--- config.mk ---
export PLATFORM = sky130hd
export DESIGN_NAME = tmc_core
export DESIGN_NICKNAME = d
export VERILOG_FILES = /design/src/design/tmc_pkg.sv /design/src/design/tmc_clk_sel.sv /design/src/design/tmc_core.sv
export VERILOG_INCLUDE_DIRS = /design/src /design/src/design
export SDC_FILE = /design/constraint.sdc
export NUM_CORES = 1
export LEC_CHECK = 0
export ABC_AREA = 1
export BUFFER_PORTS_ARGS = -buffer_cell sky130_fd_sc_hd__clkbuf_2
export CAP_MARGIN = 20
export CELL_PAD_IN_SITES_DETAIL_PLACEMENT = 0
export CELL_PAD_IN_SITES_GLOBAL_PLACEMENT = 2
export CORE_MARGIN = 4
export CORE_UTILIZATION = 30
export DETAILED_ROUTE_END_ITERATION = 7
export MAX_ROUTING_LAYER = met4
export PLACE_DENSITY = 0.84
export SETUP_SLACK_MARGIN = 0.1
export SLEW_MARGIN = 40
export SYNTH_ARGS = -nofsm -noshare
export SYNTH_HDL_FRONTEND = slang
export SYNTH_SLANG_ARGS = --single-unit
export TNS_END_PERCENT = 50
--- constraint.sdc ---
create_clock -name CLK_SYS_I -period 2.7 [get_ports CLK_SYS_I]
set_input_delay 0.135 -clock CLK_SYS_I [delete_from_list [all_inputs] [get_ports CLK_SYS_I]]
set_output_delay 0.135 -clock CLK_SYS_I [all_outputs]
set_load 0.01 [all_outputs]
--- src/design/tmc_regs.svh ---
// Register offsets, field positions, reset values and timing counts of the timer core.
`ifndef TMC_REGS_SVH
`define TMC_REGS_SVH
// ==========================================================================
// Register byte addresses.
`define TMC_CTRL0_OFS     12'h000
`define TMC_CTRL1_OFS     12'h004
`define TMC_CNT_LOW_OFS   12'h008
`define TMC_CNT_HIGH_OFS  12'h00C
`define TMC_CMPA_LOW_OFS  12'h010
`define TMC_CMPA_HIGH_OFS 12'h014
`define TMC_STATUS_OFS    12'h018
// ==========================================================================
// Control 0 field positions.
`define TMC_C0_PAUSE_BIT  7
`define TMC_C0_CKSEL_LSB  4
`define TMC_C0_ON_BIT     3
`define TMC_C0_CMPP_LSB   0
// Control 1 field positions.
`define TMC_C1_MODE_LSB   6
`define TMC_C1_PINF_LSB   4
`define TMC_C1_INIT_BIT   3
`define TMC_C1_POL_BIT    2
`define TMC_C1_DPX_BIT    1
`define TMC_C1_CCLR_BIT   0
// ==========================================================================
// Reset values.
`define TMC_CTRL_RST      8'h00
`define TMC_CNT_RST       10'h000
// ==========================================================================
// Divider counts for the internal clock sources (in system clocks).
`define TMC_DIV_SYS4      8'd4
`define TMC_DIV_H16       8'd16
`define TMC_DIV_H64       8'd64
`define TMC_DIV_SUB       8'd250
`endif

--- src/design/tmc_pkg.sv ---
// Types shared by the timer core files.
package tmc_pkg;
   typedef enum logic [1:0] {
      TMC_MODE_CMP   = 2'h0,
      TMC_MODE_UNDEF = 2'h1,
      TMC_MODE_PWM   = 2'h2,
      TMC_MODE_TMR   = 2'h3
   } tmc_mode_t;
   typedef enum logic [1:0] {
      TMC_PIN_KEEP = 2'h0,
      TMC_PIN_LOW  = 2'h1,
      TMC_PIN_HIGH = 2'h2,
      TMC_PIN_TOG  = 2'h3
   } tmc_pin_t;
endpackage

--- src/design/tmc_clk_sel.sv ---
// Counter clock enable selector with external input synchroniser and edge detect.
`timescale 1ns/100ps
`include "tmc_regs.svh"
module tmc_clk_sel
   import tmc_pkg::*;
(
   input  wire logic       clk_i,
   input  wire logic       rst_i,
   input  wire logic [2:0] sel_i,
   input  wire logic       ext_i,
   output logic            tick_o,
   output logic            ext_rise_o
);
   // ==========================================================================
   // Synchroniser and prescaler state.
   logic [7:0] div_r,  div_nxt;
   logic       s1_r, s2_r, s3_r;
   logic       tick_nxt, rise_nxt;
   logic [7:0] lim;

   // Divide limit per source; the high and subsidiary clocks are modelled
   // as fixed ratios of the single system clock.
   always_comb begin
      case (sel_i)
         3'h0:    lim = `TMC_DIV_SYS4;
         3'h1:    lim = 8'd1;
         3'h2:    lim = `TMC_DIV_H16;
         3'h3:    lim = `TMC_DIV_H64;
         default: lim = `TMC_DIV_SUB;
      endcase
      div_nxt = (div_r + 8'd1 >= lim) ? 8'h00 : div_r + 8'd1;
      // Edges are taken from the second and third stages only.
      rise_nxt = s2_r & ~s3_r;
      if (sel_i == 3'h6) begin
         tick_nxt = rise_nxt;
      end else if (sel_i == 3'h7) begin
         tick_nxt = ~s2_r & s3_r;
      end else begin
         tick_nxt = (div_r + 8'd1 >= lim);
      end
   end

   // Registers only.
   always_ff @(posedge clk_i) begin
      if (rst_i) begin
         div_r      <= 8'h00;
         s1_r       <= 1'b0;
         s2_r       <= 1'b0;
         s3_r       <= 1'b0;
         tick_o     <= 1'b0;
         ext_rise_o <= 1'b0;
      end else begin
         div_r      <= div_nxt;
         s1_r       <= ext_i;
         s2_r       <= s1_r;
         s3_r       <= s2_r;
         tick_o     <= tick_nxt;
         ext_rise_o <= rise_nxt;
      end
   end
endmodule

--- src/design/tmc_core.sv ---
// Standard timer core: 10-bit counter, comparators A and P, output pair, APB registers.
`timescale 1ns/100ps
`include "tmc_regs.svh"
module tmc_core
   import tmc_pkg::*;
(
   input  wire logic        CLK_SYS_I,
   input  wire logic        SYS_RST_I,
   input  wire logic        PSEL_I,
   input  wire logic        PENABLE_I,
   input  wire logic        PWRITE_I,
   input  wire logic [11:0] PADDR_I,
   input  wire logic [31:0] PWDATA_I,
   output logic      [31:0] PRDATA_O,
   output logic             PREADY_O,
   output logic             PSLVERR_O,
   input  wire logic        EXT_CLOCK_INPUT_I,
   output logic             OUT_TRUE_O,
   output logic             OUT_INVERTED_O,
   output logic             MATCH_A_IRQ_O,
   output logic             MATCH_P_IRQ_O
);
   // ==========================================================================
   // State.
   logic [7:0]  ctrl0_r, ctrl0_nxt;
   logic [7:0]  ctrl1_r, ctrl1_nxt;
   logic [9:0]  cmpa_r,  cmpa_nxt;
   logic [7:0]  hold_r,  hold_nxt;
   logic [9:0]  cnt_r,   cnt_nxt;
   logic        out_r,   out_nxt;
   logic        on_d_r,  on_d_nxt;
   logic        pulse_r, pulse_nxt;
   logic        irqa_nxt, irqp_nxt;
   logic [31:0] rdata_nxt;
   logic        rdy_nxt, err_nxt;
   logic        tick, ext_rise;
   logic        acc, wr, rd, mapped;
   logic        on_bit, on_rise, match_a, match_p, overflow, run;
   logic [2:0]  cmp_p;
   tmc_mode_t   mode;
   tmc_pin_t    pinf;
   logic        pwm_level;

   assign on_bit = ctrl0_r[`TMC_C0_ON_BIT];
   assign cmp_p  = ctrl0_r[`TMC_C0_CMPP_LSB +: 3];
   assign mode   = tmc_mode_t'(ctrl1_r[`TMC_C1_MODE_LSB +: 2]);
   assign pinf   = tmc_pin_t'(ctrl1_r[`TMC_C1_PINF_LSB +: 2]);

   // ==========================================================================
   // Clock source selection.
   tmc_clk_sel u_clk_sel (
      .clk_i      (CLK_SYS_I),
      .rst_i      (SYS_RST_I),
      .sel_i      (ctrl0_r[`TMC_C0_CKSEL_LSB +: 3]),
      .ext_i      (EXT_CLOCK_INPUT_I),
      .tick_o     (tick),
      .ext_rise_o (ext_rise)
   );

   // ==========================================================================
   // Bus decode; the slave answers with a registered ready one cycle after the access cycle.
   assign acc = PSEL_I & PENABLE_I & ~PREADY_O;
   assign wr  = acc & PWRITE_I;
   assign rd  = acc & ~PWRITE_I;
   always_comb begin
      case (PADDR_I)
         `TMC_CTRL0_OFS, `TMC_CTRL1_OFS, `TMC_CNT_LOW_OFS, `TMC_CNT_HIGH_OFS,
         `TMC_CMPA_LOW_OFS, `TMC_CMPA_HIGH_OFS, `TMC_STATUS_OFS: mapped = 1'b1;
         default: mapped = 1'b0;
      endcase
   end

   // ==========================================================================
   // Counter, comparators and output logic.
   always_comb begin
      on_rise   = on_bit & ~on_d_r;
      // Comparator P zero means a full 1024-clock period.
      match_p   = (cnt_r[9:7] == cmp_p) & (cmp_p != 3'h0);
      match_a   = (cnt_r == cmpa_r);
      overflow  = (cnt_r == 10'h3FF);
      // In single pulse mode the counter waits for the trigger.
      run       = on_bit & ~ctrl0_r[`TMC_C0_PAUSE_BIT] & tick
                  & ((mode != TMC_MODE_PWM) || (pinf != TMC_PIN_TOG) || pulse_r);
      cnt_nxt   = cnt_r;
      out_nxt   = out_r;
      pulse_nxt = pulse_r;
      irqa_nxt  = 1'b0;
      irqp_nxt  = 1'b0;
      pwm_level = ~ctrl1_r[`TMC_C1_POL_BIT];
      if (on_rise) begin
         cnt_nxt = `TMC_CNT_RST;
         if (mode == TMC_MODE_CMP) begin
            out_nxt = ctrl1_r[`TMC_C1_INIT_BIT];
         end
      end else if (run) begin
         irqa_nxt = match_a;
         irqp_nxt = match_p;
         // Match selected by the clear bit restarts the count.
         if (overflow || (ctrl1_r[`TMC_C1_CCLR_BIT] ? match_a : match_p)) begin
            cnt_nxt = `TMC_CNT_RST;
         end else begin
            cnt_nxt = cnt_r + 10'h001;
         end
         case (mode)
            TMC_MODE_CMP: begin
               if (match_a) begin
                  case (pinf)
                     TMC_PIN_LOW:  out_nxt = 1'b0;
                     TMC_PIN_HIGH: out_nxt = 1'b1;
                     TMC_PIN_TOG:  out_nxt = ~out_r;
                     default:      out_nxt = out_r;
                  endcase
               end
            end
            TMC_MODE_PWM: begin
               // Edge aligned: active from period start until the duty match.
               // Except in single pulse mode, where A ends it, the duplex bit picks which comparator ends the active level (P when set, A when clear).
               if (pinf == TMC_PIN_TOG) begin
                  if (match_a) begin
                     pulse_nxt = 1'b0;
                     out_nxt   = ~pwm_level;
                  end
               end else if (ctrl1_r[`TMC_C1_DPX_BIT] ? match_p : match_a) begin
                  out_nxt = (pinf == TMC_PIN_TOG) ? out_r : ~pwm_level;
               end else if (cnt_nxt == `TMC_CNT_RST) begin
                  out_nxt = pwm_level;
               end
            end
            default: out_nxt = out_r;
         endcase
      end
      // Fixed-level PWM selections and the single pulse trigger.
      if (mode == TMC_MODE_PWM) begin
         case (pinf)
            TMC_PIN_KEEP: out_nxt = ~pwm_level;
            TMC_PIN_LOW:  out_nxt = pwm_level;
            TMC_PIN_TOG: begin
               if (ext_rise && on_bit && !pulse_r) begin
                  pulse_nxt = 1'b1;
                  out_nxt   = pwm_level;
                  cnt_nxt   = `TMC_CNT_RST;
               end
            end
            default: out_nxt = out_nxt;
         endcase
      end
      on_d_nxt = on_bit;
   end

   // ==========================================================================
   // Register file with the shared low-byte holding buffer.
   always_comb begin
      ctrl0_nxt = ctrl0_r;
      ctrl1_nxt = ctrl1_r;
      cmpa_nxt  = cmpa_r;
      hold_nxt  = hold_r;
      rdata_nxt = 32'h0000_0000;
      rdy_nxt   = acc;
      err_nxt   = acc & ~mapped;
      if (wr) begin
         case (PADDR_I)
            `TMC_CTRL0_OFS:    ctrl0_nxt = PWDATA_I[7:0];
            `TMC_CTRL1_OFS:    ctrl1_nxt = PWDATA_I[7:0];
            `TMC_CMPA_LOW_OFS: hold_nxt  = PWDATA_I[7:0];
            `TMC_CMPA_HIGH_OFS: cmpa_nxt = {PWDATA_I[1:0], hold_r};
            default:           hold_nxt  = hold_r;
         endcase
      end
      if (rd) begin
         case (PADDR_I)
            `TMC_CTRL0_OFS: rdata_nxt = {24'h000000, ctrl0_r};
            `TMC_CTRL1_OFS: rdata_nxt = {24'h000000, ctrl1_r};
            `TMC_CNT_HIGH_OFS: begin
               rdata_nxt = {30'h00000000, cnt_r[9:8]};
               hold_nxt  = cnt_r[7:0];
            end
            `TMC_CMPA_HIGH_OFS: begin
               rdata_nxt = {30'h00000000, cmpa_r[9:8]};
               hold_nxt  = cmpa_r[7:0];
            end
            `TMC_CNT_LOW_OFS, `TMC_CMPA_LOW_OFS:
               rdata_nxt = {24'h000000, hold_r};
            `TMC_STATUS_OFS: rdata_nxt = {30'h00000000, pulse_r, out_r};
            default: rdata_nxt = 32'h0000_0000;
         endcase
      end
   end

   // Registers only; every output comes from a flip-flop.
   always_ff @(posedge CLK_SYS_I) begin
      if (SYS_RST_I) begin
         ctrl0_r        <= `TMC_CTRL_RST;
         ctrl1_r        <= `TMC_CTRL_RST;
         cmpa_r         <= `TMC_CNT_RST;
         hold_r         <= 8'h00;
         cnt_r          <= `TMC_CNT_RST;
         out_r          <= 1'b0;
         on_d_r         <= 1'b0;
         pulse_r        <= 1'b0;
         PRDATA_O       <= 32'h0000_0000;
         PREADY_O       <= 1'b0;
         PSLVERR_O      <= 1'b0;
         OUT_TRUE_O     <= 1'b0;
         OUT_INVERTED_O <= 1'b1;
         MATCH_A_IRQ_O  <= 1'b0;
         MATCH_P_IRQ_O  <= 1'b0;
      end else begin
         ctrl0_r        <= ctrl0_nxt;
         ctrl1_r        <= ctrl1_nxt;
         cmpa_r         <= cmpa_nxt;
         hold_r         <= hold_nxt;
         cnt_r          <= cnt_nxt;
         out_r          <= out_nxt;
         on_d_r         <= on_d_nxt;
         pulse_r        <= pulse_nxt;
         PRDATA_O       <= rdata_nxt;
         PREADY_O       <= rdy_nxt;
         PSLVERR_O      <= err_nxt;
         OUT_TRUE_O     <= out_nxt;
         OUT_INVERTED_O <= ~out_nxt;
         MATCH_A_IRQ_O  <= irqa_nxt;
         MATCH_P_IRQ_O  <= irqp_nxt;
      end
   end
endmodule

==> results by group <==
STA
  • Final setup skew: 0.00650 ns
  • Max Fclk: a little over 400 MHz
  • Slew @ Worst Pin: 0.511 ns
  • Final Hold Fails: 0
  • Period minus WS final: about 2.5 ns
  • Slew Limit Fails: 0
  • Slew HR: 65.8%
  • Fin crit share: between 90% and 100%
  • Unrepaired setup endpoints after global routing: yes
  • WHS: 0.123 ns
  • Fin Setup TNS: 0 ns
  • Setup violators final: 0

Drt
  • Initial DRC count: 248
  • Final wirelength: 11600 um
  • Routed WL per cell: 14.3 um
  • DR vias/cell: 4.76
  • Final ANT Viol Nets: 0
  • Drt drc: 0
  • 1st-pass router iterations: 5
  • Via Count: 3859

Global routing
  • Gr busiest metal: met2
  • First-pass GRT wire length: 18400 um
  • GRT met2 Usage: about a quarter
  • Antenna violations before repair: 0
  • Largest net degree at the start of global routing: 27
  • GR met3 Demand/Resource: 3.22%
  • Congestion Overflow GR: 0
  • M1 GR Usage: between 20% and 30%
  • Total GRT Usage: 16.0%
  • Vias in the first global route: 3657

Synthesis
  • Post-synthesis cell area: 4020 um^2
  • Post-synthesis sequential area ratio: between 30% and 40%
  • Yosys Warn Count: 0
  • Register bit total from synthesis: 73
  • Cell count after synthesis: a little under 600
  • Mean Syn Cell Area: 6.95 um^2
  • Unique masters post-synth: 42

Critical path
  • Worst Path Arrival: about 2.7 ns
  • Critical Path RT: 2.93 ns
  • CP Capture Type: flop
  • Crit path max fanout: 5
  • Critical path launch point type: flop
  • Kind of critical path: reg2reg

Worst hold path
  • Hold WC Path Type: in2reg

Power and ir drop
  • Clock share of power: 48.6%
  • Seq pwr share: between 40% and 50%
  • Switching share of total power: roughly 25%
  • Pleak: around 0.0020 uW
  • Switching power: 606 uW
  • Internal: between 1500 and 2000 uW
  • Worst vdd ir: 206 uV
  • Comb power frac: ~6.7%
  • PwrDens: 515 nW/um^2

Clocking
  • CTS tree: built
  • CTS root buf: clkbuf_16
  • Worst-Skew Late Latency: around 0.34 ns
  • Clk sinks: 73
  • Max H-tree Level: 3
  • CTS Buf Count: 9
  • Clock Pin Slew Worst Setup and Hold Paths: 0.06 ns
  • CTS max path bufs: 2

Job
  • MaxCap Viol Count: 0

Floorplan
  • Row count: 42
  • Core Region: roughly 13000 um^2
  • Chip width: 124 um
  • Die area: 15300 um^2
  • Die Ht: roughly 120 um
  • Initial Util: 30.5%
  • IO Count: just under 90

Finish
  • Layout cells sized above 1: 18.0%
  • Syn-to-layout area delta: 19.4%
  • Register area: 1480 um^2
  • Area occupied by multi-input gates: 2170 um^2
  • Layout fillers: 1417
  • Ant diodes: 0
  • Layout Nets: 690

Place
  • PortBufs: 39
  • HPWL after DPL: around 8500 um
  • Final RePlAce weighted congestion: about 0.84

Run status
  • Status: complete, no violations
==> through the flow <==
step | power [uW] | worst slack, ns | cells | area [um^2] | util, %
final | 2470 | 0.227 | 810 | 4800 | 36.4
after global routing | 2570 | 0.0388 | 810 | 4800 | 36.4
after CTS | 2500 | 0.146 | 805 | 4690 | 35.5
after detailed placement | 1290 | 0.0625 | 789 | 4380 | 33.2
after global placement | 1290 | 0.0562 | 789 | 4380 | 33.2
after floorplan | 1260 | 0.382 | 602 | 4110 | -
==> power by group through the flow <==
stage | registers (uW) | clock network (uW) | logic [uW]
2_1_floorplan | 1130 | 0 | 134
3_3_place_gp | 1130 | 0 | 158
3_5_place_dp | 1130 | 0 | 163
4_1_cts | 1110 | 1230 | 164
5_1_grt | 1110 | 1270 | 192
6_report | 1110 | 1200 | 166
==> state kept, by name, indices dropped and copies added (netlist names) <==
| name | count |
|---|---|
| MATCH_A_IRQ_O | 1 |
| PRDATA_O | 8 |
| u_clk_sel.s3_r | 1 |
| u_clk_sel.s2_r | 1 |
| u_clk_sel.tick_o | 1 |
| u_clk_sel.s1_r | 1 |
| out_r | 1 |
| PREADY_O | 1 |
| pulse_r | 1 |
| hold_r | 8 |
| ctrl1_r | 8 |
| on_d_r | 1 |
| PSLVERR_O | 1 |
| OUT_INVERTED_O | 1 |
| MATCH_P_IRQ_O | 1 |
| cnt_r | 10 |
| u_clk_sel.div_r | 8 |
| u_clk_sel.ext_rise_o | 1 |
| ctrl0_r | 8 |
| cmpa_r | 10 |
==> cell usage after synthesis, drive strengths merged <==
master	count	area share [%]
nand2	99	9.5
dfxtp	73	36
inv	72	6.7
nor2	69	6.9
a21oi	57	7.1
o21ai	49	6.1
buf	26	4.9
nand3	21	3.0
clkbuf	17	1.6
o22ai	16	2.5
nor3	14	2.0
nand4	13	2.0
ha	10	3.1
a211oi	9	1.7
o21bai	8	1.5
xor2	5	1.1
and3	2	0.31
o21a	2	0.37
o31ai	2	0.37
a21boi	1	0.19
a21o	1	0.19
a221oi	1	0.22
a22o	1	0.22
a22oi	1	0.19
a31oi	1	0.16
clkinv	1	0.093
conb	1	0.093
nor3b	1	0.19
nor4	1	0.16
o2111ai	1	0.22
o211ai	1	0.19
o311ai	1	0.22
o41ai	1	0.40
or2	1	0.16
==> layout make-up <==
class,count,area share [%]
clock buffer,10,4.77
multi-input combinational,413,45.3
tap,176,4.58
clock inverter,5,1.20
timing repair buffer,60,7.55
sequential,73,30.8
inverter,73,5.86
==> timing repair <==
action | 4_1_cts | 5_1_grt
pin swaps | 0 | 9
hold endpoints to repair | 1 | 0
setup buffers | 0 | 5
cloned | 0 | 0
resized for setup | 2 | 30
hold buffers | 1 | 0
endpoints found under the setup margin | 2 | 10
==> path summary, 6_finish.rpt <==
| path | from | endpoint | slack, ns | depth (start not counted) |
|---|---|---|---|---|
| worst max-delay path | cnt_r[7] | OUT_INVERTED_O | 0.23 | 25 |
| worst min-delay path | PWDATA_I[2] | ctrl1_r[2] | 0.12 | 3 |
| worst max register to register | cnt_r[7] | OUT_INVERTED_O | 0.23 | 25 |
| worst min register to register | u_clk_sel.s1_r | u_clk_sel.s2_r | 0.41 | 2 |
==> layout by cell type, fill, tap and decap left out, drive strengths merged, types with 2 or more instances in the layout <==
| master | instances |
|---|---|
| nand2 | 99 |
| dfxtp | 73 |
| inv | 72 |
| nor2 | 69 |
| a21oi | 57 |
| o21ai | 49 |
| clkbuf | 49 |
| conb | 24 |
| nand3 | 21 |
| buf | 20 |
| o22ai | 16 |
| nor3 | 14 |
| nand4 | 13 |
| ha | 10 |
| a211oi | 9 |
| o21bai | 8 |
| xor2 | 5 |
| clkinvlp | 3 |
| o21a | 2 |
| and3 | 2 |
| o31ai | 2 |
| clkinv | 2 |
==> worst max-delay path: stages (launching register included) <==
cell and delay (ns):
dfxtp_2 0.38, buf_4 0.15, nand2_1 0.05, nand4_1 0.15
nor2_4 0.07, nand3_4 0.12, nand2_4 0.06, nor2_4 0.20
o41ai_4 0.12, buf_4 0.15, nand3_1 0.07, nand3_1 0.07
nand2_1 0.06, nand2_1 0.05, nand2_1 0.05, nand2_1 0.04
nand2_1 0.06, nand2_1 0.04, nand2_1 0.07, nand2_1 0.05
nand2_1 0.06, nand2_1 0.05, nand2_1 0.06, nand2_2 0.06
nand2_1 0.07, nand2_1 0.05
==> layer usage <==
metal / share of wire (%) / routed length [um]
met5: 0 / 0
met3: 4.5 / 515
met1: 48 / 5580
met4: 1.4 / 167
met2: 46 / 5290
==> cell families after synthesis <==
logic type,after synthesis,share of synthesized area [%]
fa+ha+maj,10,3.11
simple gates,221,24.4
buf+inv,116,13.3
xor+xnor,5,1.09
flops,73,36.3
other cells,1,0.0932
compound gates,153,21.8
Power figures use the tool's default switching activity.
